==> src/inc/mode_code_buffer_control_defs.vh <==
// Purpose: constants shared by the mode code buffer control block and its register port
// Assumes: 32-bit AXI4-Lite data, 8-bit byte offsets
// Notes: offsets are byte addresses, one aligned word per register
`ifndef MODE_CODE_BUFFER_CONTROL_DEFS_VH
`define MODE_CODE_BUFFER_CONTROL_DEFS_VH

// ----------------------------------------
// register offsets
// ----------------------------------------
`define ADDR_W 8
`define OFF_CTRL_WORD 8'h00
`define OFF_TERM_CFG 8'h04
`define OFF_IRQ_EN 8'h08
`define OFF_IRQ_PEND 8'h0C
`define OFF_INDEX 8'h10
`define OFF_LOG 8'h14
`define OFF_STORE_STAT 8'h18

// ----------------------------------------
// receive mode control word fields
// ----------------------------------------
`define CW_IDXZ_EN 15
`define CW_ACC_EN 14
`define CW_BUSY 12
`define CW_ACCESSED 11
`define CW_BUF_B 10
`define CW_BC_SEEN 9
`define CW_DB_ACT 8
`define CW_DB_STOP 3
`define CW_DB_SEL 2
`define CW_RESET 16'h0000
`define CW_HOST_ANY_MASK 16'hF008
`define CW_HOST_IDLE_MASK 16'h0004
`define CW_SWR_CLR_MASK 16'h0E00
`define CW_NONE 16'h0000

// ----------------------------------------
// terminal configuration, interrupt and index fields
// ----------------------------------------
`define CFG_TERM_ENABLE 0
`define CFG_TERM_EXEC 1
`define CFG_SIMPLIFIED 2
`define CFG_SW_RESET 3
`define CFG_W 3
`define IRQ_INDEX_ZERO 0
`define IRQ_ACCESSED 1
`define IRQ_W 2
`define INDEX_W 8
`define INDEX_ONE 8'h01
`define INDEX_ZERO 8'h00
`define LOG_CNT_W 8

// ----------------------------------------
// command decode and storage encodings
// ----------------------------------------
`define SA_MODE_LO 5'h00
`define SA_MODE_HI 5'h1F
`define MC_DATA_MIN 5'h10
`define WORD_INFO 2'h0
`define WORD_TTAG 2'h1
`define WORD_DATA 2'h2
`define MODE_INDEXED 2'h0
`define MODE_DOUBLE 2'h1
`define MODE_SIMPLIFIED 2'h2
`define MODE_DOUBLE_HELD 2'h3
`define RESP_OKAY 2'h0
`define RESP_DECERR 2'h3

`endif

==> src/rtl/mode_code_buffer_control.v <==
// Purpose: receive mode command buffering, control word upkeep and interrupts
// Assumes: command source gives one-cycle cmd_valid pulses while cmd_ready is high
// Notes: registers reached through AXI4-Lite via axil_reg_port
// Operation
// - mode commands use only double-buffered, indexed or simplified storage, never circular
// - simplified option off: control word double-buffer select picks double or indexed
// - simplified: info, time tag and, for mode codes 16 and up, data word go into own descriptor block
// - simplified option on: double-buffer select bit is ignored
// - interrupt handling identical with or without simplified storage
// - control word applies to receive commands with subaddress 0 or 31
// - select written while disabled: active bit not set, one buffer reused
// - host cannot write bits 8-11; device updates them only while executing
// - host writes bit 2 only while not executing; bits 3, 12-15 anytime
// - master reset clears the whole control word
// - software reset clears only accessed, buffer-B and broadcast bits
// - host read of the control word clears the accessed bit unless a message completes in that cycle while executing
// - bit 15 plus enable: interrupt when index counts from 1 to 0
// - index-zero event sets pending bit, raises irq, writes log
// - bit 14 plus enable: accessed interrupt on every receive command to subaddress 0 or 31
// - accessed bit set when message processing completes
// - double-buffered: buffer-B pointer inverts after each error-free message while busy bit 12 is clear
`include "mode_code_buffer_control_defs.vh"

module mode_code_buffer_control (
  input wire aclk, // clock, 100 MHz
  input wire aresetn, // synchronous reset, active low
  input wire [`ADDR_W-1:0] s_axi_awaddr, // write address
  input wire s_axi_awvalid, // write address valid
  output wire s_axi_awready, // write address ready
  input wire [31:0] s_axi_wdata, // write data
  input wire [3:0] s_axi_wstrb, // byte enables
  input wire s_axi_wvalid, // write data valid
  output wire s_axi_wready, // write data ready
  output wire [1:0] s_axi_bresp, // write response
  output wire s_axi_bvalid, // write response valid
  input wire s_axi_bready, // write response ready
  input wire [`ADDR_W-1:0] s_axi_araddr, // read address
  input wire s_axi_arvalid, // read address valid
  output wire s_axi_arready, // read address ready
  output wire [31:0] s_axi_rdata, // read data
  output wire [1:0] s_axi_rresp, // read response
  output wire s_axi_rvalid, // read data valid
  input wire s_axi_rready, // read data ready
  input wire master_reset_pin_n, // master reset, active low, synchronous
  input wire cmd_valid, // command pulse
  output wire cmd_ready, // ready for a command
  input wire cmd_tr, // transmit/receive bit
  input wire [4:0] cmd_subaddr, // subaddress field
  input wire [4:0] cmd_mode_code, // mode code field
  input wire cmd_broadcast, // broadcast command
  input wire cmd_error, // message ended with error
  input wire [15:0] cmd_info, // message information word
  input wire [15:0] cmd_time_tag, // time tag word
  input wire [15:0] cmd_data, // mode data word
  output reg store_valid, // storage write pulse
  output reg [1:0] store_mode, // storage kind
  output reg store_buffer_b, // double buffer B selected
  output reg [1:0] store_word_sel, // which word is written
  output reg [4:0] store_mode_code, // mode code of the block
  output reg [15:0] store_data, // word written
  output reg log_valid, // interrupt log write pulse
  output reg [`IRQ_W-1:0] log_code, // events logged
  output wire irq // level interrupt
);

  localparam ST_IDLE = 2'h0;
  localparam ST_STORE = 2'h1;
  localparam ST_DONE = 2'h2;

  // ----------------------------------------
  // register map decode
  // ----------------------------------------
  function reg_hit;
    input [`ADDR_W-1:0] a;
    begin
      case (a)
        `OFF_CTRL_WORD, `OFF_TERM_CFG, `OFF_IRQ_EN, `OFF_IRQ_PEND,
        `OFF_INDEX, `OFF_LOG, `OFF_STORE_STAT: reg_hit = 1'b1;
        default: reg_hit = 1'b0;
      endcase
    end
  endfunction

  // merge low half-word bytes under strobes
  function [15:0] merge16;
    input [15:0] old;
    input [15:0] nw;
    input [1:0] strb;
    begin
      merge16 = {strb[1] ? nw[15:8] : old[15:8], strb[0] ? nw[7:0] : old[7:0]};
    end
  endfunction

  wire wr_en;
  wire [`ADDR_W-1:0] wr_addr;
  wire [31:0] wr_data;
  wire [3:0] wr_strb;
  wire rd_en;
  reg [31:0] rd_data;

  reg [15:0] cw_q;
  reg [15:0] cw_d;
  reg [`CFG_W-1:0] cfg_q;
  reg [`IRQ_W-1:0] irq_en_q;
  reg [`IRQ_W-1:0] pend_q;
  reg [`IRQ_W-1:0] pend_d;
  reg [`INDEX_W-1:0] index_q;
  reg [`LOG_CNT_W-1:0] log_cnt_q;
  reg db_act_req_q;
  reg [1:0] state_q;
  reg [1:0] word_q;
  reg [1:0] last_q;
  reg [1:0] mode_q;
  reg buf_b_q;
  reg [4:0] mc_q;
  reg broadcast_seen_flag_q;
  reg err_q;
  reg [15:0] info_q;
  reg [15:0] ttag_q;
  reg [15:0] data_q;

  // ----------------------------------------
  // bus slave
  // ----------------------------------------
  axil_reg_port u_port (
    .aclk(aclk),
    .aresetn(aresetn),
    .s_axi_awaddr(s_axi_awaddr),
    .s_axi_awvalid(s_axi_awvalid),
    .s_axi_awready(s_axi_awready),
    .s_axi_wdata(s_axi_wdata),
    .s_axi_wstrb(s_axi_wstrb),
    .s_axi_wvalid(s_axi_wvalid),
    .s_axi_wready(s_axi_wready),
    .s_axi_bresp(s_axi_bresp),
    .s_axi_bvalid(s_axi_bvalid),
    .s_axi_bready(s_axi_bready),
    .s_axi_araddr(s_axi_araddr),
    .s_axi_arvalid(s_axi_arvalid),
    .s_axi_arready(s_axi_arready),
    .s_axi_rdata(s_axi_rdata),
    .s_axi_rresp(s_axi_rresp),
    .s_axi_rvalid(s_axi_rvalid),
    .s_axi_rready(s_axi_rready),
    .wr_en(wr_en),
    .wr_addr(wr_addr),
    .wr_data(wr_data),
    .wr_strb(wr_strb),
    .wr_hit(reg_hit(wr_addr)),
    .rd_en(rd_en),
    .rd_data(rd_data),
    .rd_hit(reg_hit(s_axi_araddr))
  );

  // ----------------------------------------
  // strobes and derived controls
  // ----------------------------------------
  wire wr_cw = wr_en && (wr_addr == `OFF_CTRL_WORD);
  wire wr_cfg = wr_en && (wr_addr == `OFF_TERM_CFG);
  wire rd_cw = rd_en && (s_axi_araddr == `OFF_CTRL_WORD);
  wire sw_reset = wr_cfg && wr_strb[0] && wr_data[`CFG_SW_RESET];
  wire term_en = cfg_q[`CFG_TERM_ENABLE];
  wire term_exec = cfg_q[`CFG_TERM_EXEC];
  wire simplified = cfg_q[`CFG_SIMPLIFIED];
  wire done = (state_q == ST_DONE);
  wire [15:0] cw_wval = merge16(cw_q, wr_data[15:0], wr_strb[1:0]);
  wire [15:0] cw_wmask = `CW_HOST_ANY_MASK | (term_exec ? `CW_NONE : `CW_HOST_IDLE_MASK);
  wire [15:0] cw_host = (cw_q & ~cw_wmask) | (cw_wval & cw_wmask);
  wire idx_mode = (mode_q == `MODE_INDEXED) || (mode_q == `MODE_SIMPLIFIED);
  wire idx_zero_ev = done && idx_mode && (index_q == `INDEX_ONE);
  wire [`IRQ_W-1:0] events;
  wire match = !cmd_tr && ((cmd_subaddr == `SA_MODE_LO) || (cmd_subaddr == `SA_MODE_HI));
  wire has_data = (cmd_mode_code >= `MC_DATA_MIN);

  // index-zero event only in indexed and simplified storage, accessed event in every kind
  assign events[`IRQ_INDEX_ZERO] = idx_zero_ev && cw_q[`CW_IDXZ_EN] && irq_en_q[`IRQ_INDEX_ZERO];
  assign events[`IRQ_ACCESSED] = done && cw_q[`CW_ACC_EN] && irq_en_q[`IRQ_ACCESSED];
  assign irq = |(pend_q & irq_en_q);
  assign cmd_ready = (state_q == ST_IDLE);

  // ----------------------------------------
  // control word next value
  // ----------------------------------------
  always @* begin
    cw_d = cw_q;
    if (wr_cw) begin
      cw_d = cw_host;
    end
    if (sw_reset) begin
      cw_d = cw_d & ~`CW_SWR_CLR_MASK;
    end
    if (rd_cw) begin
      cw_d[`CW_ACCESSED] = 1'b0;
    end
    if (term_exec) begin
      if (!cw_d[`CW_DB_SEL] || cw_d[`CW_DB_STOP]) begin
        cw_d[`CW_DB_ACT] = 1'b0;
      end else if (db_act_req_q) begin
        cw_d[`CW_DB_ACT] = 1'b1;
      end
      if (done) begin
        cw_d[`CW_ACCESSED] = 1'b1;
        if (broadcast_seen_flag_q) begin
          cw_d[`CW_BC_SEEN] = 1'b1;
        end
        if (mode_q == `MODE_DOUBLE && !err_q && !cw_q[`CW_BUSY]) begin
          cw_d[`CW_BUF_B] = ~cw_q[`CW_BUF_B];
        end
      end
    end
  end

  // control word register
  always @(posedge aclk) begin
    if (!aresetn || !master_reset_pin_n) begin
      cw_q <= `CW_RESET;
    end else begin
      cw_q <= cw_d;
    end
  end

  // active-bit request only from writes made while enabled
  always @(posedge aclk) begin
    if (!aresetn || !master_reset_pin_n) begin
      db_act_req_q <= 1'b0;
    end else if (wr_cw) begin
      db_act_req_q <= term_en && cw_host[`CW_DB_SEL];
    end else if (term_exec) begin
      db_act_req_q <= 1'b0;
    end
  end

  // ----------------------------------------
  // host registers
  // ----------------------------------------
  always @(posedge aclk) begin
    if (!aresetn) begin
      cfg_q <= {`CFG_W{1'b0}};
      irq_en_q <= {`IRQ_W{1'b0}};
    end else begin
      if (wr_cfg && wr_strb[0]) begin
        cfg_q <= wr_data[`CFG_W-1:0];
      end
      if (wr_en && wr_addr == `OFF_IRQ_EN && wr_strb[0]) begin
        irq_en_q <= wr_data[`IRQ_W-1:0];
      end
    end
  end

  // index count: host load, decrement per indexed or simplified message, holding at zero
  always @(posedge aclk) begin
    if (!aresetn) begin
      index_q <= `INDEX_ZERO;
    end else if (wr_en && wr_addr == `OFF_INDEX && wr_strb[0]) begin
      index_q <= wr_data[`INDEX_W-1:0];
    end else if (done && idx_mode && index_q != `INDEX_ZERO) begin
      index_q <= index_q - `INDEX_ONE;
    end
  end

  // ----------------------------------------
  // pending interrupts and log
  // ----------------------------------------
  always @* begin
    pend_d = pend_q;
    if (wr_en && wr_addr == `OFF_IRQ_PEND && wr_strb[0]) begin
      pend_d = pend_d & ~wr_data[`IRQ_W-1:0];
    end
    pend_d = pend_d | events;
  end

  always @(posedge aclk) begin
    if (!aresetn) begin
      pend_q <= {`IRQ_W{1'b0}};
      log_valid <= 1'b0;
      log_code <= {`IRQ_W{1'b0}};
      log_cnt_q <= {`LOG_CNT_W{1'b0}};
    end else begin
      pend_q <= pend_d;
      log_valid <= |events;
      if (|events) begin
        log_code <= events;
        log_cnt_q <= log_cnt_q + {{(`LOG_CNT_W-1){1'b0}}, 1'b1};
      end
    end
  end

  // ----------------------------------------
  // read mux
  // ----------------------------------------
  always @* begin
    case (s_axi_araddr)
      `OFF_CTRL_WORD: rd_data = {16'h0000, cw_q};
      `OFF_TERM_CFG: rd_data = {{(32-`CFG_W){1'b0}}, cfg_q};
      `OFF_IRQ_EN: rd_data = {{(32-`IRQ_W){1'b0}}, irq_en_q};
      `OFF_IRQ_PEND: rd_data = {{(32-`IRQ_W){1'b0}}, pend_q};
      `OFF_INDEX: rd_data = {{(32-`INDEX_W){1'b0}}, index_q};
      `OFF_LOG: rd_data = {16'h0000, log_cnt_q, {(8-`IRQ_W){1'b0}}, log_code};
      `OFF_STORE_STAT: rd_data = {24'h00_0000, 1'b0, state_q, buf_b_q, 2'h0, mode_q};
      default: rd_data = 32'h0000_0000;
    endcase
  end

  // ----------------------------------------
  // command sequencer and storage writes
  // ----------------------------------------
  always @(posedge aclk) begin
    if (!aresetn) begin
      state_q <= ST_IDLE;
      word_q <= `WORD_INFO;
      last_q <= `WORD_INFO;
      mode_q <= `MODE_INDEXED;
      buf_b_q <= 1'b0;
      mc_q <= 5'h00;
      broadcast_seen_flag_q <= 1'b0;
      err_q <= 1'b0;
      info_q <= 16'h0000;
      ttag_q <= 16'h0000;
      data_q <= 16'h0000;
      store_valid <= 1'b0;
      store_mode <= `MODE_INDEXED;
      store_buffer_b <= 1'b0;
      store_word_sel <= `WORD_INFO;
      store_mode_code <= 5'h00;
      store_data <= 16'h0000;
    end else begin
      store_valid <= 1'b0;
      case (state_q)
        ST_IDLE: begin
          if (cmd_valid && match) begin
            mc_q <= cmd_mode_code;
            broadcast_seen_flag_q <= cmd_broadcast;
            err_q <= cmd_error;
            info_q <= cmd_info;
            ttag_q <= cmd_time_tag;
            data_q <= cmd_data;
            buf_b_q <= cw_q[`CW_BUF_B];
            last_q <= has_data ? `WORD_DATA : `WORD_TTAG;
            if (simplified) begin
              mode_q <= `MODE_SIMPLIFIED;
              word_q <= `WORD_INFO;
              state_q <= ST_STORE;
            end else begin
              if (!cw_q[`CW_DB_SEL]) begin
                mode_q <= `MODE_INDEXED;
              end else if (cw_q[`CW_DB_ACT]) begin
                mode_q <= `MODE_DOUBLE;
              end else begin
                mode_q <= `MODE_DOUBLE_HELD;
              end
              word_q <= `WORD_DATA;
              state_q <= (has_data && !cw_q[`CW_BUSY]) ? ST_STORE : ST_DONE;
            end
          end
        end
        ST_STORE: begin
          store_valid <= 1'b1;
          store_mode <= mode_q;
          store_buffer_b <= buf_b_q;
          store_word_sel <= word_q;
          store_mode_code <= mc_q;
          case (word_q)
            `WORD_INFO: store_data <= info_q;
            `WORD_TTAG: store_data <= ttag_q;
            default: store_data <= data_q;
          endcase
          if (word_q == last_q) begin
            state_q <= ST_DONE;
          end else begin
            word_q <= word_q + 2'h1;
          end
        end
        ST_DONE: begin
          state_q <= ST_IDLE;
        end
        default: begin
          state_q <= ST_IDLE;
        end
      endcase
    end
  end

endmodule

==> src/rtl/axil_reg_port.v <==
// Purpose: AXI4-Lite slave turning bus transfers into register strobes
// Assumes: one write and one read in flight at most
// Notes: write strobe fires in the first cycle that both address and data are held
`include "mode_code_buffer_control_defs.vh"

module axil_reg_port (
  input wire aclk, // clock
  input wire aresetn, // synchronous reset, active low
  input wire [`ADDR_W-1:0] s_axi_awaddr, // write address
  input wire s_axi_awvalid, // write address valid
  output wire s_axi_awready, // write address ready
  input wire [31:0] s_axi_wdata, // write data
  input wire [3:0] s_axi_wstrb, // byte enables
  input wire s_axi_wvalid, // write data valid
  output wire s_axi_wready, // write data ready
  output reg [1:0] s_axi_bresp, // write response
  output reg s_axi_bvalid, // write response valid
  input wire s_axi_bready, // write response ready
  input wire [`ADDR_W-1:0] s_axi_araddr, // read address
  input wire s_axi_arvalid, // read address valid
  output wire s_axi_arready, // read address ready
  output reg [31:0] s_axi_rdata, // read data
  output reg [1:0] s_axi_rresp, // read response
  output reg s_axi_rvalid, // read data valid
  input wire s_axi_rready, // read data ready
  output wire wr_en, // register write strobe
  output reg [`ADDR_W-1:0] wr_addr, // held write address
  output reg [31:0] wr_data, // held write data
  output reg [3:0] wr_strb, // held byte enables
  input wire wr_hit, // write address is mapped
  output wire rd_en, // register read strobe
  input wire [31:0] rd_data, // read data for s_axi_araddr
  input wire rd_hit // read address is mapped
);

  reg aw_hold_q;
  reg w_hold_q;

  // channel readies
  assign s_axi_awready = !aw_hold_q && !s_axi_bvalid;
  assign s_axi_wready = !w_hold_q && !s_axi_bvalid;
  assign s_axi_arready = !s_axi_rvalid;
  assign wr_en = aw_hold_q && w_hold_q;
  assign rd_en = s_axi_arvalid && s_axi_arready;

  // write path: hold each channel, then strobe and respond
  always @(posedge aclk) begin
    if (!aresetn) begin
      aw_hold_q <= 1'b0;
      w_hold_q <= 1'b0;
      wr_addr <= `OFF_CTRL_WORD;
      wr_data <= 32'h0000_0000;
      wr_strb <= 4'h0;
      s_axi_bvalid <= 1'b0;
      s_axi_bresp <= `RESP_OKAY;
    end else begin
      if (s_axi_awvalid && s_axi_awready) begin
        aw_hold_q <= 1'b1;
        wr_addr <= s_axi_awaddr;
      end
      if (s_axi_wvalid && s_axi_wready) begin
        w_hold_q <= 1'b1;
        wr_data <= s_axi_wdata;
        wr_strb <= s_axi_wstrb;
      end
      if (wr_en) begin
        aw_hold_q <= 1'b0;
        w_hold_q <= 1'b0;
        s_axi_bvalid <= 1'b1;
        s_axi_bresp <= wr_hit ? `RESP_OKAY : `RESP_DECERR;
      end else if (s_axi_bready) begin
        s_axi_bvalid <= 1'b0;
      end
    end
  end

  // read path: data captured on the address handshake
  always @(posedge aclk) begin
    if (!aresetn) begin
      s_axi_rvalid <= 1'b0;
      s_axi_rdata <= 32'h0000_0000;
      s_axi_rresp <= `RESP_OKAY;
    end else if (rd_en) begin
      s_axi_rvalid <= 1'b1;
      s_axi_rdata <= rd_hit ? rd_data : 32'h0000_0000;
      s_axi_rresp <= rd_hit ? `RESP_OKAY : `RESP_DECERR;
    end else if (s_axi_rready) begin
      s_axi_rvalid <= 1'b0;
    end
  end

endmodule

==> config.mk <==
export PLATFORM = sky130hd
export DESIGN_NAME = mode_code_buffer_control
export DESIGN_NICKNAME = d
export VERILOG_FILES = /design/src/rtl/mode_code_buffer_control.v /design/src/rtl/axil_reg_port.v
export VERILOG_INCLUDE_DIRS = /design/src /design/src/inc
export SDC_FILE = /design/constraint.sdc
export NUM_CORES = 1
export LEC_CHECK = 0
export ABC_AREA = 0
export ABC_CLOCK_PERIOD_IN_PS = 2100
export BUFFER_PORTS_ARGS = -buffer_cell sky130_fd_sc_hd__buf_2
export CAP_MARGIN = 20
export CORE_ASPECT_RATIO = 2
export CORE_MARGIN = 5
export CORE_UTILIZATION = 45
export CTS_CLUSTER_DIAMETER = 50
export DETAILED_ROUTE_END_ITERATION = 10
export MAX_ROUTING_LAYER = met4
export PLACE_DENSITY_LB_ADDON = 0.3
export SLEW_MARGIN = 20
export SYNTH_ARGS = -nofsm -noshare
export SYNTH_HDL_FRONTEND = slang
export SYNTH_SLANG_ARGS = --single-unit
==> constraint.sdc <==
create_clock -name aclk -period 2.1 [get_ports aclk]
set_input_delay 0 -clock aclk [delete_from_list [all_inputs] [get_ports aclk]]
set_output_delay 0 -clock aclk [all_outputs]
set_load 0.005 [all_outputs]
Yosys cells after proc, flatten, opt, wreduce, memory -nomap -nowiden
Cells that the tools add are included.

Register bits: 200. Bits in latches: 0. RAM bits: 0. Memories: 0. Input port bits: 122. Bits in read-only memories: 0.

Shifts and indexed selects: 0. Equality and inequality tests: 23. Multiply operators: 0. Order comparisons: 1. Reduce and logical (&&, ||, !) cells: 64. $add $sub $neg: 3. Divide/modulo/power cells: 0. Muxes and demuxes: 42. Bitwise gates (word level): 10.

Operators by type and width (count): case mux 16 bit (7 select lines) (1); == test 8 x 5 -> 1 bit, second input constant (6); bitwise AND 16 bit (2); == test 8 x 4 -> 1 bit, second input constant (4); two-way mux 16 bit (2); two-way mux 8 bit (4); case mux 16 bit (2 select lines) (1); logical AND 1 bit (30); two-way mux 2 bit (14); == test 8 x 3 -> 1 bit, second input constant (2); zero test 8 bit (2); NOT 16 bit (1); bitwise OR 16 bit (1); two-way mux 1 bit (14); OR reduction 7 bit (2); two-way mux 12 bit (1); zero test 1 bit (10); nonzero test 2 bit (5); adder 8 x 1 -> 8 bit, second input constant (1); == test 8 x 1 -> 1 bit, second input constant (1); case mux 2 bit (2 select lines) (2); nonzero test 8 bit (1); subtractor 8 x 1 -> 8 bit, second input constant (1); == test 2 x 1 -> 1 bit, second input constant (3); other kinds (19) (32).

Depth between registers and ports, before layout
Gate-level depths: netlist of run 1.

Depth after elaboration: 10. Gate-level depth with buffers: 7. Mapped depth without buffers: 7.

Modules after synthesis
Synthesis of run 1 repeated with hierarchy kept, for this count alone.

Cells, all modules: 1057. Area, all modules: 8762.2 µm².

Modules (own cells, without submodules): mode_code_buffer_control (area an instance 5735.5 µm², instances 1, cells an instance 688); axil_reg_port (area an instance 3026.7 µm², instances 1, cells an instance 369).

Worst setup path before layout of run 1
OpenSTA, ideal clock, no wires.

Path kind: register -> register. Start point: register state_q[0]. End point: register log_cnt_q[3]. Setup slack: 0.188 ns. Required time: 1.972 ns. Arrival: 1.784 ns. Cell stages (with the launch flop): 8. Path through: dfxtp_1 > buf_2 > or3b_1 > buf_2 > o41ai_4 > nand4_1 > xor2_1 > nor2_1.

Word-level cells in the longest chain between the ends: 6. Elaborated cells on any way between the ends: 8. Those cells by class: 1 x eq/ne; 7 x reduce/logical.

RTL lines: start: declaration (RTL line mode_code_buffer_control.v:110) `reg [1:0] state_q;`; start signal: assignment (RTL line mode_code_buffer_control.v:352) `` state_q <= (has_data && !cw_q[`CW_BUSY]) ? ST_STORE : ST_DONE; ``; == test 2 bit (*) (RTL line mode_code_buffer_control.v:165) `wire done = (state_q == ST_DONE);`; logical AND 1 bit (2 in a row) (RTL line mode_code_buffer_control.v:170) `` wire idx_zero_ev = done && idx_mode && (index_q == `INDEX_ONE); ``; logical AND 1 bit (2 in a row) (RTL line mode_code_buffer_control.v:176) `` assign events[`IRQ_INDEX_ZERO] = idx_zero_ev && cw_q[`CW_IDXZ_EN] && irq_en_q[`IRQ_INDEX_ZERO]; ``; OR reduction 2 bit (*) (RTL line mode_code_buffer_control.v:281) `if (|events) begin`; end signal: assignment (RTL line mode_code_buffer_control.v:277) `` log_cnt_q <= {`LOG_CNT_W{1'b0}}; ``; end signal: assignment (RTL line mode_code_buffer_control.v:283) `` log_cnt_q <= log_cnt_q + {{(`LOG_CNT_W-1){1'b0}}, 1'b1}; ``; end: declaration (RTL line mode_code_buffer_control.v:108) `` reg [`LOG_CNT_W-1:0] log_cnt_q; ``.

Every way passes the cells marked *; elsewhere a longest branch is shown, timed or not. A chain may end at the register's enable or synchronous reset.

Worst setup path in the final report of run 1
Start point: register state_q[0]. End point: register word_q[1].

Word-level cells in the longest chain between the ends: 3. Elaborated cells on any way between the ends: 7. Those cells by class: 3 x eq/ne; 1 x mux; 3 x reduce/logical.

RTL lines: == test 2 x 1 -> 1 bit or zero test 2 bit (tied branches) (RTL line mode_code_buffer_control.v:328) `case (state_q)`; inequality test 2 bit (no line), or another cell as far along; AND reduction 3 bit (no line); end signal: assignment (RTL line mode_code_buffer_control.v:341) `` word_q <= `WORD_INFO; ``; end signal: assignment (RTL line mode_code_buffer_control.v:351) `` word_q <= `WORD_DATA; ``; end signal: assignment (RTL line mode_code_buffer_control.v:370) `word_q <= word_q + 2'h1;`; end: declaration (RTL line mode_code_buffer_control.v:111) `reg [1:0] word_q;`.

Parallel ways exist; a longest one is shown, timed or not.

==> impl_metrics.json, run 1 <==
{
  "status": "finished clean",
  "start_util_pct": 45.6,
  "setup.worst_path.start": "state_q[0]",
  "netlist_instances": 874,
  "root_buffer": "clkbuf_16",
  "htreeDepth": 4,
  "ir_drop_mv": 0.620,
  "final_antenna_net_count": 0,
  "finalSetupViolCount": 0,
  "via_per_inst": 5.26,
  "powerDensity_mw_per_mm2": 750,
  "p_leak_nw": 3.84,
  "yosysTopAreaCellShare_pct": 47.9,
  "grt_pass1_vias": 6926,
  "grt_pass1_wl_um": 33600,
  "firstDrtPassIters": 5,
  "detailed_place_hpwl_um": 15000,
  "clk_latency_ns": 0.43,
  "grt_usage_pct": 23.1,
  "diodes": 0,
  "critPathKind": "reg -> reg",
  "slew_viol_final": 0,
  "period_share_pct": 87.9,
  "yosysSeqAreaShare_pct": 47.9,
  "via_count": 6857,
  "cts.clk_slew.worst_paths_ns": 0.07,
  "portBuffers": 156,
  "max_freq_mhz": 541,
  "synthFlopType": "dfxtp_1",
  "reg2reg_from": "state_q[0]",
  "cts_resized": 0,
  "syn_area_mm2": 0.00720,
  "clockBufferDepth": 2,
  "cp-endpoint": "word_q[1]",
  "post_cts_buffers": 0,
  "crit_path_max_fanout": 11,
  "slew_headroom_pct": 51.5,
  "synth.top_cells.by_count": "nand2_1, dfxtp_1, a21oi_1",
  "core_mm2": 0.0158,
  "finClkSkew_ns": 0.00684,
  "routedWlPerCell_um": 16.2,
  "grt_max_degree": 52,
  "drive_above_1_share_pct": 20.6,
  "dr.first_iter.drc_count": 302,
  "synth_seq_cells": 172,
  "timing_worst_slew_pin_value_ns": 0.728,
  "ys_warn_count": 0,
  "critPathLaunchType": "flop",
  "synth.most_common_cell": "nand2_1",
  "critPathCaptureType": "flop",
  "ios": 195,
  "utilization_pct": 60.4,
  "synth-edff-count": 0,
  "cts_tree": "yes",
  "rows": 65,
  "avgSynthCellArea_um2": 8.23,
  "antenna_found_initial": 0,
  "numCtsBuffers": 17,
  "die_h_um": 189,
  "hold_violations": 0,
  "synth.distinct_cells": 59,
  "drc": 0,
  "period_minus_slack_ns": 1.85,
  "reg2reg_depth": 5,
  "grt_setup_unrepaired": "false",
  "fin_nets": 1218,
  "grt_overflow": 0,
  "syn_to_final_growth_pct": 32.4,
  "r2r_slack_ns": 0.25,
  "async_flop_share_pct": 0,
  "hp-class": "in -> reg",
  "fin_tns_setup_ns": 0,
  "gp_congestion": 0.940,
  "drt_wl_total_um": 21100,
  "netlist_top_cells_area": "dfxtp_1, nand2_1, a21oi_1",
  "cts.sinks": 172,
  "cp.required_ns": 2.42,
  "worstPathArrival_ns": 2.16,
  "dieArea_mm2": 0.0188,
  "timing.rr.end": "word_q[1]",
  "die_width_um": 99.4,
  "synth_top_cell_by_area": "dfxtp_1",
  "drv.max_cap_violation_count": 0
}
==> logic make-up after synthesis <==
family	Yosys count	synth area share (%)
simple gates	348	21.1
compound gates	224	18.7
flops	172	47.9
buf+inv	88	6.45
mux	21	3.01
xor+xnor	14	1.70
fa+ha+maj	6	1.04
other cells	1	0.0521
==> through the flow <==
stage | cell area [um^2] | power, mW | std cells | setup WS, ns | hold slack [ns]
global route | 9530 | 7.37 | 1304 | 0.105 | 0.0193
finish | 9530 | 7.15 | 1304 | 0.253 | 0.0138
CTS | 9530 | 7.19 | 1304 | 0.257 | 0.00629
global placement | 8100 | 3.79 | 1192 | 0.237 | 0.242
floorplan | 7250 | 3.64 | 889 | 0.188 | 0.136
detailed placement | 8100 | 3.79 | 1192 | 0.230 | 0.245
==> per-layer routing <==
metal | up-vias | GRT usage [%] | part of all wire, %
li1 | 3401 | - | -
met1 | 3209 | 21.4 | 34
met2 | 188 | 43.4 | 57
met3 | 59 | 3.56 | 4.0
met4 | 0 | 13.7 | 5.1
met5 | - | - | 0
==> placed cells by master (no fill, tap or decap), types with 12 or more instances in the layout <==
| cell | count |
|---|---|
| nor2_1 | 53 |
| a221oi_1 | 16 |
| buf_2 | 156 |
| clkbuf_16 | 17 |
| dlygate4sd3_1 | 80 |
| a22oi_1 | 12 |
| mux2i_1 | 16 |
| dfxtp_1 | 172 |
| nand2_1 | 219 |
| o21ai_0 | 27 |
| a21oi_1 | 138 |
| conb_1 | 16 |
| buf_4 | 18 |
| nand3_1 | 13 |
==> sequential cells by signal, summed over array words and instances, names as in the netlist, 6 cells and up, named ones only <==
name and count:
data_q 16, info_q 16, store_data 16, ttag_q 16, u_port.s_axi_rdata 16, u_port.wr_data 12, index_q 8, log_cnt_q 8
u_port.wr_addr 8, cw_q 6
==> power by group <==
part | internal, mW | switching, mW | total [mW]
logic | 0.249 | 0.244 | 0.493
clock network | 1.94 | 1.36 | 3.30
registers | 3.31 | 0.0433 | 3.35
total | 5.50 | 1.65 | 7.15
==> worst min-delay path by stage <==
stage	slack, ns	start	cells after the start	end
finish	0.01	s_axi_araddr[4]	3	u_port.s_axi_rdata[7]
global route	0.02	s_axi_araddr[4]	3	u_port.s_axi_rdata[7]
CTS	0.006	s_axi_araddr[4]	3	u_port.s_axi_rdata[7]
detailed placement	0.25	cmd_info[5]	3	info_q[5]
global placement	0.24	cmd_time_tag[6]	3	ttag_q[6]
floorplan	0.14	s_axi_wdata[4]	2	u_port.wr_data[4]
==> cell type report <==
type	count	area [um^2]
fillers	1440	6250
flip-flops and latches	172	3440
multi-input cells	629	3350
repair buffers	259	1820
clock buffers	19	443
well taps	201	251
clock inverters	13	180
inverters	11	43.8
==> worst max-delay path: stages, from the launching register on <==
cell,delay (ns)
dfxtp_1,0.33
buf_4,0.16
or2b_1,0.43
a21oi_1,0.47
o221ai_1,0.20
o311a_1,0.15
==> timing repair <==
| item | CTS | global route |
|---|---|---|
| hold endpoints to repair | 83 | 0 |
| endpoints found under the setup margin | 0 | 0 |
| hold buffers | 80 | 0 |
(Power assumes the default switching activity.)
==> run 2: changes to the inputs <==
--- a/config.mk
+++ b/config.mk
@@ -7,7 +7,7 @@
 export NUM_CORES = 1
 export LEC_CHECK = 0
 export ABC_AREA = 0
-export ABC_CLOCK_PERIOD_IN_PS = 2100
+export ABC_CLOCK_PERIOD_IN_PS = 1700
 export BUFFER_PORTS_ARGS = -buffer_cell sky130_fd_sc_hd__buf_2
 export CAP_MARGIN = 20
 export CORE_ASPECT_RATIO = 2
@@ -17,6 +17,7 @@
 export DETAILED_ROUTE_END_ITERATION = 10
 export MAX_ROUTING_LAYER = met4
 export PLACE_DENSITY_LB_ADDON = 0.3
+export RECOVER_POWER = 100
 export SLEW_MARGIN = 20
 export SYNTH_ARGS = -nofsm -noshare
 export SYNTH_HDL_FRONTEND = slang
==> constraint.sdc (replaced) <==
create_clock -name aclk -period 1.7 [get_ports aclk]
set_input_delay 0 -clock aclk [delete_from_list [all_inputs] [get_ports aclk]]
set_output_delay 0 -clock aclk [all_outputs]
set_load 0.005 [all_outputs]
==> run 2 against run 1 <==
Against the previous run:
- sequential power grew 23%
- die area stayed put
- setup slack worse by 0.25 ns
- register-to-register slack lost 0.25 ns
- non-clock buffer count is 39 higher
- final cell count rose by 3.1%
- via count grew 3.9%
- largest cell class unchanged
==> impl_metrics.json, run 2 (synthesis results as in run 1) <==
{
  "status": "finished clean",
  "max_freq_mhz": 589,
  "fin_tns_setup_ns": 0,
  "drt_wl_total_um": 22100,
  "grt_overflow": 0,
  "via_per_inst": 5.30,
  "p_seq_share_pct": 47.6,
  "final_antenna_net_count": 0,
  "grt_max_degree": 41,
  "final_common_cell": "nand2_1",
  "hold_start": "s_axi_araddr[1]",
  "period_share_pct": 99.9,
  "die_h_um": 189,
  "drv.max_cap_violation_count": 0,
  "grt_pass1_wl_um": 35000,
  "core_mm2": 0.0158,
  "cts.clk_slew.worst_paths_ns": 0.07,
  "p_int_mw": 6.61,
  "place_area_mm2": 0.00838,
  "comb_power_share_pct": 7.6,
  "rows": 65,
  "final_cell_mix": "nand2_1, dfxtp_1, a21oi_1",
  "nFillCells": 1429,
  "slew_headroom_pct": 59.0,
  "routedWlPerCell_um": 16.4,
  "slowest_stage": "or3b_4",
  "reg2reg_from": "mode_q[0]",
  "grt_usage_pct": 24.1,
  "clockBufferDepth": 2,
  "finalPower_mw": 8.67,
  "cts_tree": "yes",
  "critPathLaunchType": "flop",
  "place_ws_ns": -0.182,
  "htreeDepth": 4,
  "slew_viol_final": 0,
  "grt_setup_unrepaired": "true",
  "firstDrtPassIters": 4,
  "detailed_place_hpwl_um": 15800,
  "ir_drop_mv": 0.652,
  "timing_worst_slew_pin_value_ns": 0.613,
  "dieArea_mm2": 0.0188,
  "start_util_pct": 45.6,
  "via_count": 7124,
  "swShare_pct": 23.7,
  "critPathKind": "reg -> reg",
  "period_minus_slack_ns": 1.70,
  "path_buf_inv": 1,
  "cp_top_family": "simple AND/OR/NAND/NOR gates",
  "critPathCaptureType": "flop",
  "setup.worst_path.start": "mode_q[0]",
  "numCtsBuffers": 17,
  "hp-class": "in -> reg",
  "dr.first_iter.drc_count": 302,
  "pwr-share-clk_pct": 44.8,
  "antenna_found_initial": 0,
  "fin_nets": 1257,
  "powerDensity_mw_per_mm2": 889,
  "worstPathArrival_ns": 2.02,
  "finClkSkew_ns": 0.00836,
  "clk_latency_ns": 0.43,
  "switchingPower_mw": 2.06,
  "cts.sinks": 172,
  "crit_chain": "or3b_4, o41ai_4, buf_6, nand4_1, xor2_1, nor2_1",
  "portBuffers": 156,
  "setup_ws_ns": 0.00178,
  "drive_above_1_share_pct": 20.4,
  "drc": 0,
  "die_width_um": 99.4,
  "p_leak_nw": 3.84,
  "grt_pass1_vias": 7176,
  "syn_to_final_growth_pct": 35.5,
  "utilization_pct": 61.8,
  "finalSetupViolCount": 0,
  "gp_congestion": 0.906,
  "fin_area_mm2": 0.00975,
  "root_buffer": "clkbuf_16",
  "ios": 195,
  "crit_path_max_fanout": 8,
  "max_stage_delay_ns": 0.43,
  "cp.required_ns": 2.02,
  "hold_violations": 0
}
## run 2: worst paths after layout
kind / slack, ns / cells past startpoint / end
setup reg to reg: 0.002 / 6 / log_cnt_q[4]
hold reg to reg: 0.45 / 2 / store_data[10]
hold / removal: 0.05 / 5 / u_port.s_axi_rdata[1]
setup / recovery: 0.002 / 6 / log_cnt_q[4]
## run 2: power by group through the flow
stage / logic, mW / clock network, mW / registers, mW
after floorplan: 0.286 / 0 / 4.21
after global placement: 0.502 / 0 / 4.22
after detailed placement: 0.509 / 0 / 4.22
after CTS: 0.662 / 3.93 / 4.13
after global routing: 0.727 / 4.07 / 4.13
final: 0.660 / 3.88 / 4.13
## run 2: layout make-up
cell class,instances,area (um^2),area share (%)
Tap cell,201,251,2.58
Timing Repair Buffer,298,2020,20.7
Multi-Input combinational cell,629,3400,34.9
Antenna cell,1,2.50,0.0257
Inverter,11,43.8,0.449
Clock buffer,17,425,4.36
Sequential cell,172,3450,35.3
Clock inverter,15,160,1.64
## run 2: through the flow
step / cells / hold slack (ns)
6_report: 1344 / 0.0500
4_1_cts: 1343 / 0.0366
2_1_floorplan: 889 / 0.136
3_5_place_dp: 1227 / 0.247
3_3_place_gp: 1227 / 0.242
5_1_grt: 1343 / 0.0580
## run 2: per-layer routing
metal,vias up,track usage (%),wire length [um]
met5,-,-,0
met4,0,14.2,1200
met3,75,3.78,791
met2,215,45.7,12700
met1,3358,21.9,7380
li1,3476,-,-
## run 2: what timing repair did
action / 4_1_cts / 5_1_grt
resized for setup: 1 / 17
endpoints found under the setup margin: 9 / 27
cloned: 0 / 0
hold endpoints to repair: 92 / 0
hold buffers: 83 / 0
buffers inserted: 1 / 0
pin swaps: 2 / 9
## run 2: worst register-to-register path: stages, from the launching register on
cell and delay, ns:
dfxtp_1 0.31, or3b_4 0.43, o41ai_4 0.38, buf_6 0.18, nand4_1 0.11, xor2_1 0.15, nor2_1 0.05
